==> src/rtl/pdos_pkg.sv <==
// Constants and state types for the pin drive and overflow status slice.
// Assumes the importing modules run on one clock with a synchronous reset.
package pdos_pkg;

    // ----------------------------------------------------------------------
    // Register offsets on the control port
    // ----------------------------------------------------------------------
    localparam logic [7:0] PDOS_OFS_LEVEL    = 8'h56;
    localparam logic [7:0] PDOS_OFS_POLARITY = 8'h57;
    localparam logic [7:0] PDOS_OFS_STATUS   = 8'h5A;

    // ----------------------------------------------------------------------
    // Field layout and reset values
    // ----------------------------------------------------------------------
    localparam int         PDOS_PIN_LO       = 2;
    localparam int         PDOS_PIN_HI       = 5;
    localparam int         PDOS_NPINS        = 4;
    localparam int         PDOS_PIN_MUTE     = 4;
    localparam int         PDOS_PIN_THREE    = 5;
    localparam logic [7:0] PDOS_PIN_MASK     = 8'h3C;
    localparam logic [7:0] PDOS_LEVEL_RST    = 8'h00;
    localparam logic [7:0] PDOS_POLARITY_RST = 8'h00;
    localparam int         PDOS_NFLAGS       = 5;
    localparam int         PDOS_BIT_P1L      = 4;
    localparam int         PDOS_BIT_P1R      = 3;
    localparam int         PDOS_BIT_P2L      = 2;
    localparam int         PDOS_BIT_P2R      = 1;
    localparam int         PDOS_BIT_SHIFT    = 0;
    localparam logic [4:0] PDOS_FLAGS_RST    = 5'h00;

    // Source code that routes the register level onto a pin
    localparam logic [3:0] PDOS_SRC_REGISTER = 4'h2;

    // ----------------------------------------------------------------------
    // State types
    // ----------------------------------------------------------------------
    typedef struct packed {
        logic [7:0] level;
        logic [7:0] polarity;
        logic [7:0] rdata;
        logic [3:0] drive;
    } pdos_state_t;

    typedef struct packed {
        logic [4:0] flags;
    } pdos_flag_state_t;

endpackage

==> src/rtl/pdos_flag_if.sv <==
// Carrier between the register slice and its sticky flag holder.
// Assumes both ends sit on the same clock.
`timescale 1ns/1ps
interface pdos_flag_if;
    logic [4:0] set;
    logic       clear;
    logic [4:0] flags;

    modport holder (input set, input clear, output flags);
    modport user   (output set, output clear, input flags);
endinterface

==> src/rtl/pdos_sticky_flags.sv <==
// Sticky event flags with a common clear strobe.
// Assumes set and clear are synchronous to clock_in.
`timescale 1ns/1ps
module pdos_sticky_flags
    import pdos_pkg::*;
(
    input  wire logic clock_in,       // System clock
    input  wire logic srst_in,        // Synchronous reset, active high
    pdos_flag_if.holder flag_bus      // Set, clear and flag values
);

    pdos_flag_state_t st_r;
    pdos_flag_state_t st_nxt;

    // ----------------------------------------------------------------------
    // Next state
    // ----------------------------------------------------------------------
    // Set is applied after the clear, so an event in the clear cycle stays
    always_comb begin
        st_nxt = st_r;
        if (flag_bus.clear) begin
            st_nxt.flags = '0;
        end
        st_nxt.flags = st_nxt.flags | flag_bus.set;
    end

    always_ff @(posedge clock_in) begin
        if (srst_in) begin
            st_r.flags <= PDOS_FLAGS_RST;
        end else begin
            st_r <= st_nxt;
        end
    end

    assign flag_bus.flags = st_r.flags;

endmodule

==> src/rtl/pdos_top.sv <==
// Pin level, pin polarity and overflow status registers.
// Assumes the control port presents one access per cycle, synchronous to
// clock_in, and that pin direction is set elsewhere.
`timescale 1ns/1ps

// How it works
// - Level bits 5..2 drive their pins while the selector picks code 2.
// - A level bit of 0 drives low, 1 drives high; level resets to 0.
// - A polarity bit of 1 inverts its pin for any source; resets to 0.
// - Status bit 4 sets on port one left overflow and holds until read.
// - Status bit 3 sets on port one right overflow and holds until read.
// - Status bit 2 sets on port two left overflow and holds until read.
// - Status bit 1 sets on port two right overflow and holds until read.
// - Status bit 0 sets on shifter overflow and holds until read.
// - Level bit 4 is the register level for the mute pin.
module pdos_top
    import pdos_pkg::*;
(
    input  wire logic        clock_in,          // System clock
    input  wire logic        srst_in,           // Synchronous reset
    input  wire logic [7:0]  reg_addr_in,       // Register offset
    input  wire logic        reg_wr_in,         // Write strobe
    input  wire logic [7:0]  reg_wdata_in,      // Write data
    input  wire logic        reg_rd_in,         // Read strobe
    output logic      [7:0]  reg_rdata_out,     // Read data, next cycle
    input  wire logic [4:0]  ovf_event_in,      // Overflow pulses, bit=flag
    input  wire logic [15:0] pin_src_sel_in,    // Selector codes, pins 5..2
    input  wire logic [3:0]  pin_src_level_in,  // Other source levels
    output logic      [3:0]  pin_drive_out      // Pin levels, pins 5..2
);

    pdos_state_t  st_r;
    pdos_state_t  st_nxt;
    pdos_flag_if  flag_bus ();

    logic         rd_status;

    // ----------------------------------------------------------------------
    // Sticky overflow flags
    // ----------------------------------------------------------------------
    pdos_sticky_flags u_flags (
        .clock_in (clock_in),
        .srst_in  (srst_in),
        .flag_bus (flag_bus)
    );

    assign rd_status      = reg_rd_in && (reg_addr_in == PDOS_OFS_STATUS);
    assign flag_bus.set   = ovf_event_in;
    assign flag_bus.clear = rd_status;

    // ----------------------------------------------------------------------
    // Register access and pin drive
    // ----------------------------------------------------------------------
    always_comb begin
        logic src;
        src    = 1'b0;
        st_nxt = st_r;
        if (reg_wr_in) begin
            // Reserved bits are dropped on write; status writes are ignored
            case (reg_addr_in)
                PDOS_OFS_LEVEL:
                    st_nxt.level = reg_wdata_in & PDOS_PIN_MASK;
                PDOS_OFS_POLARITY:
                    st_nxt.polarity = reg_wdata_in & PDOS_PIN_MASK;
                default: begin
                    st_nxt.level = st_nxt.level;
                end
            endcase
        end
        if (reg_rd_in) begin
            case (reg_addr_in)
                PDOS_OFS_LEVEL:    st_nxt.rdata = st_r.level;
                PDOS_OFS_POLARITY: st_nxt.rdata = st_r.polarity;
                PDOS_OFS_STATUS:   st_nxt.rdata = {3'h0, flag_bus.flags};
                default:           st_nxt.rdata = 8'h00;
            endcase
        end
        for (int i = 0; i < PDOS_NPINS; i++) begin
            if (pin_src_sel_in[i*4 +: 4] == PDOS_SRC_REGISTER) begin
                src = st_r.level[PDOS_PIN_LO + i];
            end else begin
                src = pin_src_level_in[i];
            end
            st_nxt.drive[i] = src ^ st_r.polarity[PDOS_PIN_LO + i];
        end
    end

    always_ff @(posedge clock_in) begin
        if (srst_in) begin
            st_r.level    <= PDOS_LEVEL_RST;
            st_r.polarity <= PDOS_POLARITY_RST;
            st_r.rdata    <= 8'h00;
            st_r.drive    <= 4'h0;
        end else begin
            st_r <= st_nxt;
        end
    end

    assign reg_rdata_out = st_r.rdata;
    assign pin_drive_out = st_r.drive;

    // ----------------------------------------------------------------------
    // Assertions
    // ----------------------------------------------------------------------
    property p_three_reg_level;
        @(posedge clock_in) disable iff (srst_in)
        (pin_src_sel_in[15:12] == PDOS_SRC_REGISTER)
            && !st_r.polarity[PDOS_PIN_THREE]
            |=> pin_drive_out[3] == $past(st_r.level[PDOS_PIN_THREE]);
    endproperty
    a_three_reg_level: assert property (p_three_reg_level)
        else $error("pin three does not follow its level bit");

    property p_level_write;
        @(posedge clock_in) disable iff (srst_in)
        reg_wr_in && (reg_addr_in == PDOS_OFS_LEVEL)
            ##1 reg_rd_in && (reg_addr_in == PDOS_OFS_LEVEL) && !reg_wr_in
            |=> reg_rdata_out == ($past(reg_wdata_in, 2) & PDOS_PIN_MASK);
    endproperty
    a_level_write: assert property (p_level_write)
        else $error("level register readback wrong");

    property p_invert;
        @(posedge clock_in) disable iff (srst_in)
        st_r.polarity[PDOS_PIN_LO]
            |=> pin_drive_out[0] != (
                ($past(pin_src_sel_in[3:0]) == PDOS_SRC_REGISTER)
                    ? $past(st_r.level[PDOS_PIN_LO])
                    : $past(pin_src_level_in[0]));
    endproperty
    a_invert: assert property (p_invert)
        else $error("pin two not inverted");

    property p_flag_p1l;
        @(posedge clock_in) disable iff (srst_in)
        ovf_event_in[PDOS_BIT_P1L] ##1 !rd_status[*2]
            |=> flag_bus.flags[PDOS_BIT_P1L];
    endproperty
    a_flag_p1l: assert property (p_flag_p1l)
        else $error("port one left flag not held");

    property p_flag_p1r;
        @(posedge clock_in) disable iff (srst_in)
        ovf_event_in[PDOS_BIT_P1R] |=> flag_bus.flags[PDOS_BIT_P1R];
    endproperty
    a_flag_p1r: assert property (p_flag_p1r)
        else $error("port one right flag not set");

    property p_flag_p2l;
        @(posedge clock_in) disable iff (srst_in)
        ovf_event_in[PDOS_BIT_P2L] |=> flag_bus.flags[PDOS_BIT_P2L];
    endproperty
    a_flag_p2l: assert property (p_flag_p2l)
        else $error("port two left flag not set");

    property p_flag_p2r;
        @(posedge clock_in) disable iff (srst_in)
        ovf_event_in[PDOS_BIT_P2R] |=> flag_bus.flags[PDOS_BIT_P2R];
    endproperty
    a_flag_p2r: assert property (p_flag_p2r)
        else $error("port two right flag not set");

    property p_read_clear;
        @(posedge clock_in) disable iff (srst_in)
        rd_status && !ovf_event_in[PDOS_BIT_SHIFT]
            |=> !flag_bus.flags[PDOS_BIT_SHIFT]
                && reg_rdata_out[PDOS_BIT_SHIFT]
                    == $past(flag_bus.flags[PDOS_BIT_SHIFT]);
    endproperty
    a_read_clear: assert property (p_read_clear)
        else $error("shifter flag not returned and cleared on read");

    property p_mute_level;
        @(posedge clock_in) disable iff (srst_in)
        (pin_src_sel_in[11:8] == PDOS_SRC_REGISTER)
            |=> pin_drive_out[2] == ($past(st_r.level[PDOS_PIN_MUTE])
                ^ $past(st_r.polarity[PDOS_PIN_MUTE]));
    endproperty
    a_mute_level: assert property (p_mute_level)
        else $error("mute pin does not follow level bit four");

    property p_set_wins;
        @(posedge clock_in) disable iff (srst_in)
        rd_status && ovf_event_in[PDOS_BIT_P1L]
            |=> flag_bus.flags[PDOS_BIT_P1L];
    endproperty
    a_set_wins: assert property (p_set_wins)
        else $error("overflow lost during status read");

    property p_flag_shift;
        @(posedge clock_in) disable iff (srst_in)
        ovf_event_in[PDOS_BIT_SHIFT] |=> flag_bus.flags[PDOS_BIT_SHIFT];
    endproperty
    a_flag_shift: assert property (p_flag_shift)
        else $error("shifter flag not set");

    property p_status_wr;
        @(posedge clock_in) disable iff (srst_in)
        reg_wr_in && (reg_addr_in == PDOS_OFS_STATUS) && !reg_rd_in
            && (ovf_event_in == 5'h00)
            |=> flag_bus.flags == $past(flag_bus.flags);
    endproperty
    a_status_wr: assert property (p_status_wr)
        else $error("status write changed the flags");

    property p_level_store;
        @(posedge clock_in) disable iff (srst_in)
        reg_wr_in && (reg_addr_in == PDOS_OFS_LEVEL)
            |=> st_r.level == ($past(reg_wdata_in) & PDOS_PIN_MASK);
    endproperty
    a_level_store: assert property (p_level_store)
        else $error("level register did not take the write");

    property p_pol_store;
        @(posedge clock_in) disable iff (srst_in)
        reg_wr_in && (reg_addr_in == PDOS_OFS_POLARITY)
            |=> st_r.polarity == ($past(reg_wdata_in) & PDOS_PIN_MASK);
    endproperty
    a_pol_store: assert property (p_pol_store)
        else $error("polarity register did not take the write");

    // No disable here: this one must look at the cycles right after reset
    property p_reset_values;
        @(posedge clock_in)
        srst_in |=> (st_r.level == PDOS_LEVEL_RST)
            && (st_r.polarity == PDOS_POLARITY_RST)
            && (flag_bus.flags == PDOS_FLAGS_RST)
            && (pin_drive_out == 4'h0);
    endproperty
    a_reset_values: assert property (p_reset_values)
        else $error("state not cleared by reset");

endmodule

==> config.mk <==
export PLATFORM = sky130hd
export DESIGN_NAME = pdos_top
export DESIGN_NICKNAME = d
export VERILOG_FILES = /design/src/rtl/pdos_pkg.sv /design/src/rtl/pdos_flag_if.sv /design/src/rtl/pdos_sticky_flags.sv /design/src/rtl/pdos_top.sv
export SDC_FILE = /design/constraint.sdc
export NUM_CORES = 1
export LEC_CHECK = 0
export BUFFER_PORTS_ARGS = -buffer_cell sky130_fd_sc_hd__buf_2
export CORE_ASPECT_RATIO = 0.6
export CORE_MARGIN = 1
export CORE_UTILIZATION = 50
export DETAILED_ROUTE_END_ITERATION = 12
export GPL_ROUTABILITY_DRIVEN = 0
export HOLD_SLACK_MARGIN = 0.12
export PLACE_DENSITY = 0.92
export SYNTH_ARGS = -nofsm -noshare
export SYNTH_HDL_FRONTEND = slang
export SYNTH_SLANG_ARGS = --single-unit
export TNS_END_PERCENT = 50
==> constraint.sdc <==
create_clock -name clock_in -period 3.9 [get_ports clock_in]
set_input_delay 0.975 -clock clock_in [delete_from_list [all_inputs] [get_ports clock_in]]
set_output_delay 0.975 -clock clock_in [all_outputs]
set_load 0.02 [all_outputs]
==> flow_metrics.env <==
export IMPL_drt_iter0_drc=75
export IMPL_endpoint="reg_rdata_out[4]"
export IMPL_drtAntennaViolNets=0
export IMPL_first_global_vias=948
export IMPL_dp_hpwl_um=2320
export IMPL_antenna_found_initial=0
export IMPL_nets=217
export IMPL_vias_per_cell=5.65
export IMPL_final_common_cell="buf_2"
export IMPL_arrival_ns=2.48
export IMPL_r2r_setup_slack_ns=2.71
export IMPL_clk_path_buf_depth=2
export IMPL_die_height_um=40.8
export IMPL_first_pass_iters=4
export IMPL_cp_startpoint="reg_addr_in[0]"
export IMPL_postCtsResizedCells=0
export IMPL_core_area_um2=2260
export IMPL_rr_worst_depth=3
export IMPL_numClockSinks=23
export IMPL_outcome="completed"
export IMPL_pre_cts_slack_ns=1.36
export IMPL_start_util_pct=55.6
export IMPL_grt_overflow=0
export IMPL_syn_to_final_growth_pct=17.1
export IMPL_synth_distinct_cells=29
export IMPL_final_setup_tns_ns=0
export IMPL_synth_area_um2=1260
export IMPL_ir_worst_vdd_v=0.000211
export IMPL_gr_usage_all_layers_pct=23.1
export IMPL_drc=0
export IMPL_timing_final_ws_setup_ns=1.60
export IMPL_critical_path_class="input pin to flip-flop"
export IMPL_port_buffers=50
export IMPL_start_kind="input pin"
export IMPL_diodes=0
export IMPL_htreeDepth=1
export IMPL_detail_route_wl_per_cell_um=14.6
export IMPL_slew_violations=0
export IMPL_fin_crit_sh_pct=58.9
export IMPL_worst_slew_pin_slew_ns=0.696
export IMPL_hold_depth=2
export IMPL_die_x_um=66.7
export IMPL_total_leakage_power_nw=0.644
export IMPL_worstSkewPairLatency_ns=0.27
export IMPL_yosysSeqAreaShare_pct=36.6
export IMPL_rows=13
export IMPL_post_cts_setup_buffers=0
export IMPL_clockRootBuffer="clkbuf_8"
export IMPL_hold_viol_final=0
export IMPL_numCtsBuffers=3
export IMPL_power_density_nw_per_um2=307
export IMPL_num_fill_cells=187
export IMPL_grt_start_max_net_pins=28
export IMPL_syn_area_per_cell_um2=9.38
export IMPL_max_freq_mhz=435
export IMPL_grt_first_pass_wirelength_um=4290
export IMPL_wirelength_um=2940
export IMPL_place_area_um2=1430
export IMPL_critPathCaptureType="flip-flop"
export IMPL_setup_viol=0
export IMPL_final_cell_mix="buf_2 (50), dfxtp_1 (23), mux2i_1 (17)"
export IMPL_finClkSkew_ns=0.00225
export IMPL_pin_count=57
export IMPL_yosysWarnings=0
export IMPL_cap_violations=0
export IMPL_path_clk_slew_ns=0.08
export IMPL_postSynthCellCount=134
export IMPL_timing_rr_end="reg_rdata_out[5]"
export IMPL_ctsHoldBuffers=0
export IMPL_period_needed_ns=2.30
export IMPL_layout_drive_gt1_share_pct=36.8
export IMPL_grt_setup_unrepaired="no"
export IMPL_num_vias=1136
export IMPL_hold_class="flip-flop to flip-flop"
export IMPL_design_area_um2=1470
export IMPL_max_slew_margin_rel_pct=53.3
export IMPL_r2r_start="st_r[17]"
export IMPL_synth_seq_cells=23
export IMPL_crit_required_ns=4.08
export IMPL_die_area_um2=2730
export IMPL_cts_tree="done"
export IMPL_cp_max_fo=10
flip-flops by register name (all words and copies together), names as in the netlist:
signal	flops
reg_rdata_out	6
pin_drive_out	4
u_flags.flag_bus.flags	5
st_r	8
layout make-up:
class,instances,area [um2],share of cell area [%]
Tap cell,30,37.5,2.55
Multi-Input combinational cell,91,668,45.4
Timing Repair Buffer,50,250,17.0
Sequential cell,23,460,31.3
Inverter,3,11.3,0.765
Clock buffer,4,45.0,3.06
critical path, cell delays in order:
cell,delay [ns]
buf_2,0.16
or3b_1,0.53
a2111o_1,0.51
a221oi_2,0.30
power by group:
part	total, mW	switching, mW	internal, mW	leakage (nW)
Clock	0.148	0.0747	0.0730	0.0228
Sequential	0.244	0.00316	0.241	0.188
Combinational	0.0611	0.0313	0.0298	0.433
stage by stage:
stage,power (mW),hold slack [ns],cells,utilization (%)
2_1_floorplan,0.286,0.432,135,-
3_3_place_gp,0.306,0.441,197,63.1
3_5_place_dp,0.310,0.441,197,63.1
4_1_cts,0.453,0.451,201,65.1
5_1_grt,0.475,0.477,201,65.1
6_report,0.453,0.447,201,65.1
synthesized netlist by cell type:
cell type,count,area share (%)
a2111o_1,1,0.90
a211oi_1,5,3.0
a21oi_1,3,1.2
a221oi_2,3,3.6
a31oi_1,3,1.5
a32oi_1,3,2.1
and3_1,1,0.50
and4_1,1,0.70
and4bb_2,3,3.0
buf_2,1,0.40
buf_4,12,7.2
buf_6,1,0.90
clkbuf_1,4,1.2
conb_1,1,0.30
dfxtp_1,23,37
inv_1,3,0.90
mux2i_1,17,14
nand2_1,8,2.4
nand2b_1,13,6.5
nand3_1,1,0.40
nand3b_1,1,0.60
nand4bb_1,1,0.90
nor2_1,10,3.0
nor2b_1,1,0.50
nor3_1,1,0.40
nor4b_1,5,3.5
or2_2,4,2.0
or3b_1,1,0.70
or4_1,3,1.8
layer usage:
layer | up-vias | share of wire, % | global-route usage [%] | wire, um
met5 | - | 0 | 0 | 0
met4 | 0 | 3.0 | 14.9 | 87
met3 | 16 | 9.2 | 8.33 | 269
met2 | 68 | 48 | 39.1 | 1400
met1 | 508 | 40 | 25.7 | 1180
li1 | 544 | - | - | -
worst min-delay path by stage:
| stage | startpoint | to | slack (ns) |
|---|---|---|---|
| final | reg_rdata_out[0] | reg_rdata_out[0] | 0.45 |
| after global routing | reg_rdata_out[1] | reg_rdata_out[1] | 0.48 |
| after CTS | reg_rdata_out[0] | reg_rdata_out[0] | 0.45 |
| after detailed placement | reg_rdata_out[0] | reg_rdata_out[0] | 0.44 |
| after global placement | reg_rdata_out[0] | reg_rdata_out[0] | 0.44 |
| after floorplan | reg_rdata_out[0] | reg_rdata_out[0] | 0.43 |
logic make-up (layout without fill, tap and decap cells):
logic type,after synthesis,count (layout),share of synthesized area [%]
and+or+nand+nor,54,54,26.8
muxes,17,17,13.5
other,1,2,0.298
buffers and inverters,21,57,10.5
AOI/OAI and AO/OA,18,18,12.2
DFF,23,23,36.6
Power figures use the tool's default switching activity.
